--- src/hdl/adc_cal_pkg.sv ---
// constants, field layout and state encodings for the adc calibration control block
package adc_cal_pkg;
  // register map
  localparam logic [7:0] CAL_CTRL_ADDR = 8'hf5;
  localparam logic [7:0] CAL_CTRL_RESET = 8'h00;
  localparam int BUSY_BIT = 7;
  localparam int GAIN_DIS_BIT = 6;
  localparam int AVG_HI_BIT = 5;
  localparam int AVG_LO_BIT = 4;
  localparam int OFFSET_DIS_BIT = 3;
  localparam int MODE_BIT = 2;
  localparam int TYPE_BIT = 1;
  localparam int START_BIT = 0;

  // converter geometry
  localparam int RES_W = 12;
  localparam logic [3:0] RES_MSB = 4'hb;
  localparam logic [3:0] BIT_STEPS = 4'hc;
  localparam logic [3:0] CONV_TICKS = 4'hf;
  localparam logic [11:0] FULL_SCALE = 12'h0fff;
  localparam logic [11:0] ZERO_CODE = 12'h000;

  // readings per bit decision
  localparam logic [5:0] AVG_NONE = 6'h01;
  localparam logic [5:0] AVG_COUNT_00 = 6'h0f;
  localparam logic [5:0] AVG_COUNT_01 = 6'h1f;
  localparam logic [5:0] AVG_COUNT_10 = 6'h2f;
  localparam logic [5:0] AVG_COUNT_11 = 6'h3f;

  // core clocks per conversion clock, by divider select code
  localparam logic [5:0] DIV_SEL_00 = 6'h08;
  localparam logic [5:0] DIV_SEL_01 = 6'h04;
  localparam logic [5:0] DIV_SEL_10 = 6'h10;
  localparam logic [5:0] DIV_SEL_11 = 6'h20;

  typedef enum logic [3:0] {
    ENG_IDLE = 4'b0001,
    ENG_SYNC = 4'b0010,
    ENG_ACQ = 4'b0100,
    ENG_CONV = 4'b1000
  } eng_state_t;

  typedef enum logic [2:0] {
    CTL_IDLE = 3'b001,
    CTL_CONV = 3'b010,
    CTL_CAL = 3'b100
  } ctl_state_t;
endpackage : adc_cal_pkg

--- src/hdl/sar_engine.sv ---
// successive-approximation sequencer: sync, track, hold and bit decisions
`timescale 1ns/1ns
`default_nettype none
module sar_engine
  import adc_cal_pkg::*;
(
  input wire logic core_clk,
  input wire logic rst_n,
  input wire logic clk_en,
  input wire logic conv_tick,
  input wire logic start,
  input wire logic [2:0] acq_ticks,
  input wire logic [5:0] avg_count,
  input wire logic comp_hi,
  output logic busy,
  output logic done,
  output logic [11:0] code,
  output logic [11:0] dac_code,
  output logic sample_switch_a,
  output logic sample_switch_b
);
  eng_state_t state_ff;
  logic [3:0] step_ff;
  logic [5:0] rd_ff;
  logic [5:0] vote_ff;
  logic [2:0] acq_ff;
  logic [11:0] sar_ff;
  logic [11:0] code_ff;
  logic done_ff;

  wire logic [3:0] bit_idx = RES_MSB - step_ff;
  wire logic deciding = (state_ff == ENG_CONV) && (step_ff < BIT_STEPS);
  wire logic last_read = (rd_ff == avg_count - 6'h01);
  wire logic [5:0] vote_next = vote_ff + {5'h00, comp_hi};
  // majority over the readings of one bit decision
  wire logic keep_bit = {vote_next, 1'b0} > {1'b0, avg_count};

  // trial code: decided bits plus the bit under test
  genvar i;
  generate
    for (i = 0; i < RES_W; i++) begin : g_trial
      assign dac_code[i] = sar_ff[i] | (deciding && (bit_idx == 4'(i)));
    end
  endgenerate

  always_ff @(posedge core_clk) begin
    if (!rst_n) begin
      state_ff <= ENG_IDLE;
      step_ff <= 4'h0;
      rd_ff <= 6'h00;
      vote_ff <= 6'h00;
      acq_ff <= 3'h0;
      sar_ff <= ZERO_CODE;
      code_ff <= ZERO_CODE;
      done_ff <= 1'b0;
    end else if (clk_en) begin
      done_ff <= 1'b0;
      case (state_ff)
        ENG_IDLE: begin
          if (start) begin
            state_ff <= ENG_SYNC;
            sar_ff <= ZERO_CODE;
          end
        end
        ENG_SYNC: begin
          if (conv_tick) begin
            state_ff <= ENG_ACQ;
            acq_ff <= 3'h1;
          end
        end
        ENG_ACQ: begin
          if (conv_tick) begin
            if (acq_ff == acq_ticks) begin
              state_ff <= ENG_CONV;
              step_ff <= 4'h0;
              rd_ff <= 6'h00;
              vote_ff <= 6'h00;
            end else begin
              acq_ff <= acq_ff + 3'h1;
            end
          end
        end
        ENG_CONV: begin
          if (conv_tick) begin
            if (deciding) begin
              if (last_read) begin
                sar_ff[bit_idx] <= keep_bit;
                step_ff <= step_ff + 4'h1;
                rd_ff <= 6'h00;
                vote_ff <= 6'h00;
              end else begin
                rd_ff <= rd_ff + 6'h01;
                vote_ff <= vote_next;
              end
            end else if (step_ff == CONV_TICKS - 4'h1) begin
              code_ff <= sar_ff;
              done_ff <= 1'b1;
              state_ff <= ENG_IDLE;
            end else begin
              step_ff <= step_ff + 4'h1;
            end
          end
        end
        default: state_ff <= ENG_IDLE;
      endcase
    end
  end

  assign busy = (state_ff != ENG_IDLE);
  assign done = done_ff;
  assign code = code_ff;
  // both switches track outside the hold phase
  assign sample_switch_a = (state_ff != ENG_CONV);
  assign sample_switch_b = (state_ff != ENG_CONV);
endmodule : sar_engine
`default_nettype wire

--- src/hdl/sar_adc_calibration_control.sv ---
// calibration control register, conversion sequencing and coefficient correction
//
// Notes on behaviour
// - bit 7 reads busy for every conversion or calibration cycle, software cannot write it
// - busy falls by itself when the running cycle ends
// - bit 6 low applies the gain coefficient to results, high bypasses it
// - bits 5:4 pick readings per bit decision in calibration, 00 is 15, 11 is 63
// - bit 3 low applies the offset coefficient to results, high bypasses it
// - bit 1 low means offset calibration, high means gain calibration
// - writing one to bit 0 starts calibration of the chosen type and averaging
// - bit 0 clears itself when the launched calibration finishes
// - register resets to all zeros, nothing running
// - each conversion tracks the input, then holds while the sar steps the dac
// - sar contents at end of hold become the conversion result
// - sequencing and acquisition and conversion timing run automatically from settings
// - conversion proper takes 15 conversion clocks after sync and acquisition
// - single conversion request clears itself when the result updates
`timescale 1ns/1ns
`default_nettype none
module sar_adc_calibration_control
  import adc_cal_pkg::*;
(
  input wire logic core_clk,
  input wire logic rst_n,
  input wire logic clk_en,
  input wire logic [7:0] sfr_addr,
  input wire logic sfr_wr,
  input wire logic sfr_rd,
  input wire logic [7:0] sfr_wdata,
  output logic [7:0] sfr_rdata,
  input wire logic [1:0] conv_clk_sel,
  input wire logic [1:0] acq_sel,
  input wire logic conv_req,
  output logic single_conversion_request,
  input wire logic comp_pin,
  output logic [11:0] dac_code,
  output logic sample_switch_a,
  output logic sample_switch_b,
  output logic cal_ref_zero,
  output logic cal_ref_full,
  output logic [11:0] result_data,
  output logic result_valid,
  output logic busy
);
  // register fields
  logic gain_coeff_disable_ff;
  logic average_count_sel_hi_ff;
  logic average_count_sel_lo_ff;
  logic offset_coeff_disable_ff;
  logic calibration_mode_select_ff;
  logic calibration_type_select_ff;
  logic start_calibration_ff;
  logic single_conversion_request_ff;

  // sequencing and storage
  ctl_state_t ctl_ff;
  logic cal_type_ff;
  logic [5:0] avg_ff;
  logic [5:0] div_cnt_ff;
  logic comp_meta_ff;
  logic comp_sync_ff;
  logic [11:0] offset_coeff_ff;
  logic [11:0] gain_err_ff;
  logic [11:0] result_ff;
  logic result_valid_ff;
  logic [7:0] rdata_ff;

  // engine connections
  logic eng_busy;
  logic eng_done;
  logic [11:0] eng_code;

  // bus decode
  wire logic wr_hit = sfr_wr && (sfr_addr == CAL_CTRL_ADDR);
  wire logic rd_hit = sfr_rd && (sfr_addr == CAL_CTRL_ADDR);

  // conversion clock divider; only the tick leaves this block, no second domain
  wire logic [5:0] div_limit =
    (conv_clk_sel == 2'b00) ? DIV_SEL_00 :
    (conv_clk_sel == 2'b01) ? DIV_SEL_01 :
    (conv_clk_sel == 2'b10) ? DIV_SEL_10 : DIV_SEL_11;
  wire logic conv_tick = (div_cnt_ff >= div_limit - 6'h01);
  wire logic [5:0] nxt_div_cnt = conv_tick ? 6'h00 : div_cnt_ff + 6'h01;

  // acquisition lasts one to four conversion clocks
  wire logic [2:0] acq_ticks = {1'b0, acq_sel} + 3'h1;

  // averaging count for the next calibration
  wire logic [1:0] avg_code = {average_count_sel_hi_ff, average_count_sel_lo_ff};
  wire logic [5:0] avg_lookup =
    (avg_code == 2'b00) ? AVG_COUNT_00 :
    (avg_code == 2'b01) ? AVG_COUNT_01 :
    (avg_code == 2'b10) ? AVG_COUNT_10 : AVG_COUNT_11;

  // launch: a pending calibration goes before a pending conversion
  wire logic ctl_idle = (ctl_ff == CTL_IDLE);
  wire logic launch_cal = ctl_idle && !eng_busy && start_calibration_ff;
  wire logic launch_conv = ctl_idle && !eng_busy && !start_calibration_ff && single_conversion_request_ff;
  wire logic eng_start = launch_cal || launch_conv;
  wire logic cal_done = (ctl_ff == CTL_CAL) && eng_done;
  wire logic conv_done = (ctl_ff == CTL_CONV) && eng_done;

  wire logic [5:0] nxt_avg = launch_cal ? avg_lookup : (launch_conv ? AVG_NONE : avg_ff);

  // a set beats a same-cycle hardware clear for both self-clearing bits
  wire logic nxt_start_cal =
    (wr_hit && sfr_wdata[START_BIT]) || (start_calibration_ff && !cal_done);
  wire logic nxt_single_conversion_request = conv_req || (single_conversion_request_ff && !conv_done);

  ctl_state_t nxt_ctl;
  assign nxt_ctl =
    launch_cal ? CTL_CAL :
    launch_conv ? CTL_CONV :
    (eng_done && !ctl_idle) ? CTL_IDLE : ctl_ff;

  // offset correction, clamped at zero so a small input cannot wrap
  wire logic [11:0] offset_eff = offset_coeff_disable_ff ? ZERO_CODE : offset_coeff_ff;
  wire logic [11:0] x_off = (eng_code >= offset_eff) ? (eng_code - offset_eff) : ZERO_CODE;

  // gain correction as a fractional boost: x + x*err/4096, saturated at full scale
  wire logic [11:0] gain_eff = gain_coeff_disable_ff ? ZERO_CODE : gain_err_ff;
  wire logic [23:0] gain_prod = x_off * gain_eff;
  wire logic [12:0] gain_sum = {1'b0, x_off} + {1'b0, gain_prod[23:12]};
  wire logic [11:0] corrected = gain_sum[12] ? FULL_SCALE : gain_sum[11:0];

  // coefficient update; gain is measured after offset removal
  wire logic [11:0] nxt_offset_coeff =
    (cal_done && !cal_type_ff) ? eng_code : offset_coeff_ff;
  wire logic [11:0] nxt_gain_err =
    (cal_done && cal_type_ff) ? (FULL_SCALE - x_off) : gain_err_ff;

  wire logic busy_flag = !ctl_idle;
  wire logic [7:0] reg_view = {
    busy_flag,
    gain_coeff_disable_ff,
    average_count_sel_hi_ff,
    average_count_sel_lo_ff,
    offset_coeff_disable_ff,
    calibration_mode_select_ff,
    calibration_type_select_ff,
    start_calibration_ff
  };
  // other addresses answer zero so several slaves can share the read path
  wire logic [7:0] nxt_rdata = rd_hit ? reg_view : CAL_CTRL_RESET;

  // comparator pin is outside the clock domain
  always_ff @(posedge core_clk) begin
    if (!rst_n) begin
      comp_meta_ff <= 1'b0;
      comp_sync_ff <= 1'b0;
    end else if (clk_en) begin
      comp_meta_ff <= comp_pin;
      comp_sync_ff <= comp_meta_ff;
    end
  end

  always_ff @(posedge core_clk) begin
    if (!rst_n) begin
      gain_coeff_disable_ff <= CAL_CTRL_RESET[GAIN_DIS_BIT];
      average_count_sel_hi_ff <= CAL_CTRL_RESET[AVG_HI_BIT];
      average_count_sel_lo_ff <= CAL_CTRL_RESET[AVG_LO_BIT];
      offset_coeff_disable_ff <= CAL_CTRL_RESET[OFFSET_DIS_BIT];
      calibration_mode_select_ff <= CAL_CTRL_RESET[MODE_BIT];
      calibration_type_select_ff <= CAL_CTRL_RESET[TYPE_BIT];
    end else if (clk_en && wr_hit) begin
      gain_coeff_disable_ff <= sfr_wdata[GAIN_DIS_BIT];
      average_count_sel_hi_ff <= sfr_wdata[AVG_HI_BIT];
      average_count_sel_lo_ff <= sfr_wdata[AVG_LO_BIT];
      offset_coeff_disable_ff <= sfr_wdata[OFFSET_DIS_BIT];
      calibration_mode_select_ff <= sfr_wdata[MODE_BIT];
      calibration_type_select_ff <= sfr_wdata[TYPE_BIT];
    end
  end

  always_ff @(posedge core_clk) begin
    if (!rst_n) begin
      start_calibration_ff <= CAL_CTRL_RESET[START_BIT];
      single_conversion_request_ff <= 1'b0;
      ctl_ff <= CTL_IDLE;
      avg_ff <= AVG_NONE;
      div_cnt_ff <= 6'h00;
    end else if (clk_en) begin
      start_calibration_ff <= nxt_start_cal;
      single_conversion_request_ff <= nxt_single_conversion_request;
      ctl_ff <= nxt_ctl;
      avg_ff <= nxt_avg;
      div_cnt_ff <= nxt_div_cnt;
    end
  end

  // type is frozen at launch so a rewrite mid-cycle cannot retarget the coefficient
  always_ff @(posedge core_clk) begin
    if (!rst_n) begin
      cal_type_ff <= 1'b0;
    end else if (clk_en && launch_cal) begin
      cal_type_ff <= calibration_type_select_ff;
    end
  end

  always_ff @(posedge core_clk) begin
    if (!rst_n) begin
      offset_coeff_ff <= ZERO_CODE;
      gain_err_ff <= ZERO_CODE;
    end else if (clk_en) begin
      offset_coeff_ff <= nxt_offset_coeff;
      gain_err_ff <= nxt_gain_err;
    end
  end

  always_ff @(posedge core_clk) begin
    if (!rst_n) begin
      result_ff <= ZERO_CODE;
      result_valid_ff <= 1'b0;
      rdata_ff <= CAL_CTRL_RESET;
    end else if (clk_en) begin
      result_valid_ff <= conv_done;
      if (conv_done) begin
        result_ff <= corrected;
      end
      rdata_ff <= nxt_rdata;
    end
  end

  sar_engine u_engine (
    .core_clk(core_clk),
    .rst_n(rst_n),
    .clk_en(clk_en),
    .conv_tick(conv_tick),
    .start(eng_start),
    .acq_ticks(acq_ticks),
    .avg_count(avg_ff),
    .comp_hi(comp_sync_ff),
    .busy(eng_busy),
    .done(eng_done),
    .code(eng_code),
    .dac_code(dac_code),
    .sample_switch_a(sample_switch_a),
    .sample_switch_b(sample_switch_b)
  );

  // reference steering only when software has armed calibration mode
  assign cal_ref_zero = (ctl_ff == CTL_CAL) && calibration_mode_select_ff && !cal_type_ff;
  assign cal_ref_full = (ctl_ff == CTL_CAL) && calibration_mode_select_ff && cal_type_ff;

  assign sfr_rdata = rdata_ff;
  assign single_conversion_request = single_conversion_request_ff;
  assign result_data = result_ff;
  assign result_valid = result_valid_ff;
  assign busy = busy_flag;
endmodule : sar_adc_calibration_control
`default_nettype wire

--- config.mk ---
export PLATFORM = sky130hd
export DESIGN_NAME = sar_adc_calibration_control
export DESIGN_NICKNAME = d
export VERILOG_FILES = /design/src/hdl/adc_cal_pkg.sv /design/src/hdl/sar_engine.sv /design/src/hdl/sar_adc_calibration_control.sv
export SDC_FILE = /design/constraint.sdc
export NUM_CORES = 1
export LEC_CHECK = 0
export BUFFER_PORTS_ARGS = -buffer_cell sky130_fd_sc_hd__buf_2
export CAP_MARGIN = 20
export CORE_MARGIN = 2
export CORE_UTILIZATION = 50
export CTS_BUF_LIST = sky130_fd_sc_hd__clkbuf_4 sky130_fd_sc_hd__clkbuf_8
export CTS_CLUSTER_DIAMETER = 50
export CTS_CLUSTER_SIZE = 24
export DETAILED_ROUTE_END_ITERATION = 7
export PLACE_DENSITY = 0.71
export SYNTH_ARGS = -nofsm -noshare
export SYNTH_HDL_FRONTEND = slang
export SYNTH_SLANG_ARGS = --single-unit
export TNS_END_PERCENT = 50
--- constraint.sdc ---
create_clock -name core_clk -period 10.9 [get_ports core_clk]
set_input_delay 1.09 -clock core_clk [delete_from_list [all_inputs] [get_ports core_clk]]
set_output_delay 1.09 -clock core_clk [all_outputs]
set_load 0.03 [all_outputs]
==> implementation parameters <==
Parameter                              Value

Route
  Remaining antenna violation count after routing    0
  Via-per-instance ratio    5.52
  WL/cell    15.8 µm
  Drt first pass iters    6
  DRC errors left    0
  DR iter-0 viols    562
  Aggregate routed wire length    25.9 mm
  Vias after detailed routing    9054

Global routing
  Met3 track demand over resource in global routing    0.0407
  Leftover overflow at the end of global routing    0
  Pin count of the biggest net entering global routing    57
  GR Util All Layers    0.241
  Antenna violations before repair    0
  Global Route met1 Usage    0.300
  Most Crowded Layer GR    met2
  Via count of the first global-routing pass    9257
  Global-route wire length before repair    44.1 mm
  Met2 capacity usage during global routing    0.426

Place
  Post-detail-place hpwl    19.8 mm
  Count of buffers from port buffering    64
  Worst-case setup slack after placement    1.18 ns
  Final RePlAce weighted congestion    0.879

Die
  Die Height    151 µm
  Floorplan die area    22900 µm²
  Top-Level Pins    66
  Horizontal die dimension    151 µm
  Number of rows created at floorplan    53
  Starting Density    0.513
  Standard cell core area    21200 µm²

Layout
  Share of the core filled with cells    0.559
  Layout net count    1580
  Synthesis-to-layout area growth    8.93%
  Share of post-route cells with drive strength above 1    0.0966
  Antenna cell count    0

Setup path
  Data required time at the worst endpoint    11.29 ns
  Most frequent cell on the critical path    fa_1
  Standard cell with the maximum stage delay on the critical path    o211ai_1
  Critical path fanouts, max    14
  CP Capture Type    flip-flop
  Endpoint arrival time on the critical path    10.23 ns
  Path depth of the worst reg2reg path    36
  CP startpoint kind    flip-flop
  Category of the critical setup timing path    reg2reg
  Largest stage delay, worst path    0.71 ns

Synthesis
  Cell types occupying the most area after synthesis    dfxtp_1, fa_1, ha_1, nand2_1, inv_1
  EDFF count, synth    0
  Most instantiated library cell after synthesis    nand2_1
  Area fraction of the dominant cell type after synthesis    0.214
  Synthesized area    10900 µm²
  Proportion of synthesized chip area in sequential cells    0.214
  Post-synthesis instance total    1309
  Yosys warns    0
  Average cell area after synthesis    8.30 µm²
  Syn Nets    1536
  Yosys reg bits    116
  Distinct cell type count of the synthesized netlist    63
  Dominant cell type by area after synthesis    dfxtp_1
  Ys flop type    dfxtp_1
  Most frequent cells after synthesis    nand2_1, inv_1, nor2_1, dfxtp_1, fa_1
  Post-synthesis async set-or-reset flop share    0

Job
  Reported max-cap violation count    0

STA
  Max Freq    0.102 GHz
  Setup repair after global routing missed its margin    false
  Final number of hold-violating endpoints    0
  Number of failing setup endpoints in the final timing report    0
  Period Utilization, post-route    0.902
  Actual slew at the worst max-slew pin    1.17 ns
  Minimum clock period    9.84 ns
  Fin Setup TNS    0 ns
  Clock tree skew after final layout    0.0159 ns
  Fin. max-slew vios    0
  Max-slew headroom at the worst pin    0.219
  Setup ws final    1.06 ns

Clock network
  Root buf cell    clkbuf_8
  Setup repair bufs after CTS    0
  TritonCTS clock tree    yes
  Number of instances resized during post-cts repair    0
  Quantity of hold-fixing buffers added after cts    0
  Source-to-sink clock delay at the later pin of the worst-skew pair    0.45 ns
  Clock Sinks    116
  Maximum clock path buffer count    2
  Number of levels the H-tree was split into    4
  Clock transition at the register clock pins on the worst setup and hold paths after CTS    0.08 ns
  Number of CTS-inserted buffers    17

Pwr
  Comb pwr share    0.066
  Sequential cell fraction of total power    0.478
  Switching share of power    0.263
  Leakage dissipation    5.57 nW
  Switching power    238 µW
  Internal cell power    668 µW
  PwrDens    76.6 nW/µm²
  Clock share of power    0.456
  Maximum ir drop on the vdd rail    0.0920 mV

Run status
  Status    completed

Hold path
  Hold Path Depth    2
  Hold Crit Class    reg2reg
-- through the flow --
step	hold slack [ns]	power, mW	instance area [µm²]	std cells
final	0.472	0.906	11800	1641
after CTS	0.474	0.912	11800	1641
after detailed placement	0.459	0.501	11400	1609
after floorplan	0.442	0.482	10900	1309
after global routing	0.494	0.941	11800	1641
after global placement	0.456	0.500	11400	1609
-- layout by cell type, fill, tap and decap left out, types with 33 or more instances in the layout --
cell,instances
a21oi_1,76
buf_2,64
dfxtp_1,116
fa_1,101
ha_1,99
inv_1,143
nand2_1,195
nor2_1,119
nor2b_1,33
o21ai_0,40
-- cell type report --
cell class	count	area [µm²]
Fill cell	1966	9320
Multi-Input combinational cell	990	7760
Sequential cell	116	2320
Inverter	150	563
Timing Repair Buffer	78	425
Tap cell	275	344
Clock buffer	19	262
Clock inverter	13	149
-- routing by layer --
layer / vias to the layer above / wire length [µm]
met5: - / 0
met4: 0 / 622
met3: 39 / 1240
met2: 213 / 12800
met1: 4384 / 11300
li1: 4418 / -
-- sequential cells by signal (all words and copies together), names as in the netlist, 4 cells and up --
| signal | cells |
|---|---|
| result_data | 12 |
| u_engine.rd_ff | 6 |
| gain_err_ff | 12 |
| u_engine.state_ff | 4 |
| u_engine.code | 12 |
| sfr_rdata | 8 |
| u_engine.step_ff | 4 |
| u_engine.vote_ff | 6 |
| u_engine.sar_ff | 12 |
| offset_coeff_ff | 12 |
| div_cnt_ff | 6 |
-- critical path, delay by kind of cell (launching register included) --
family	cells	cell delay (ns)
adder cells (fa/ha/maj)	10	4.01
AO/OA/AOI/OAI	10	2.72
AND/OR/NAND/NOR	9	1.65
buffers and inverters	6	0.72
flip-flops	1	0.45
XOR/XNOR	1	0.21
-- kinds of logic (layout without fill, tap and decap cells) --
family	count (synthesis)	in the layout	synth area share
buffers and inverters	203	260	0.0718
AO/OA/AOI/OAI	236	236	0.144
flip-flops	116	116	0.214
AND/OR/NAND/NOR	472	472	0.200
adder cells (fa/ha/maj)	200	200	0.300
XOR/XNOR	53	53	0.0427
multiplexers	29	29	0.0268
-- power by group through the flow --
stage	Clock, mW	Sequential [mW]	Combinational [mW]
floorplan	0	0.442	0.0406
detailed placement	0	0.443	0.0585
global route	0.442	0.434	0.0659
global placement	0	0.442	0.0578
CTS	0.420	0.433	0.0589
finish	0.413	0.433	0.0597
-- worst paths after layout --
| path | end | from | slack, ns |
|---|---|---|---|
| worst min-delay path | u_engine.code[2] | u_engine.sar_ff[2] | 0.47 |
| worst max-delay path | result_data[9] | offset_coeff_disable_ff | 1.06 |
| worst max register to register | result_data[9] | offset_coeff_disable_ff | 1.06 |
| worst min register to register | u_engine.code[2] | u_engine.sar_ff[2] | 0.47 |
No activity file was read; power rests on OpenSTA's default activity.
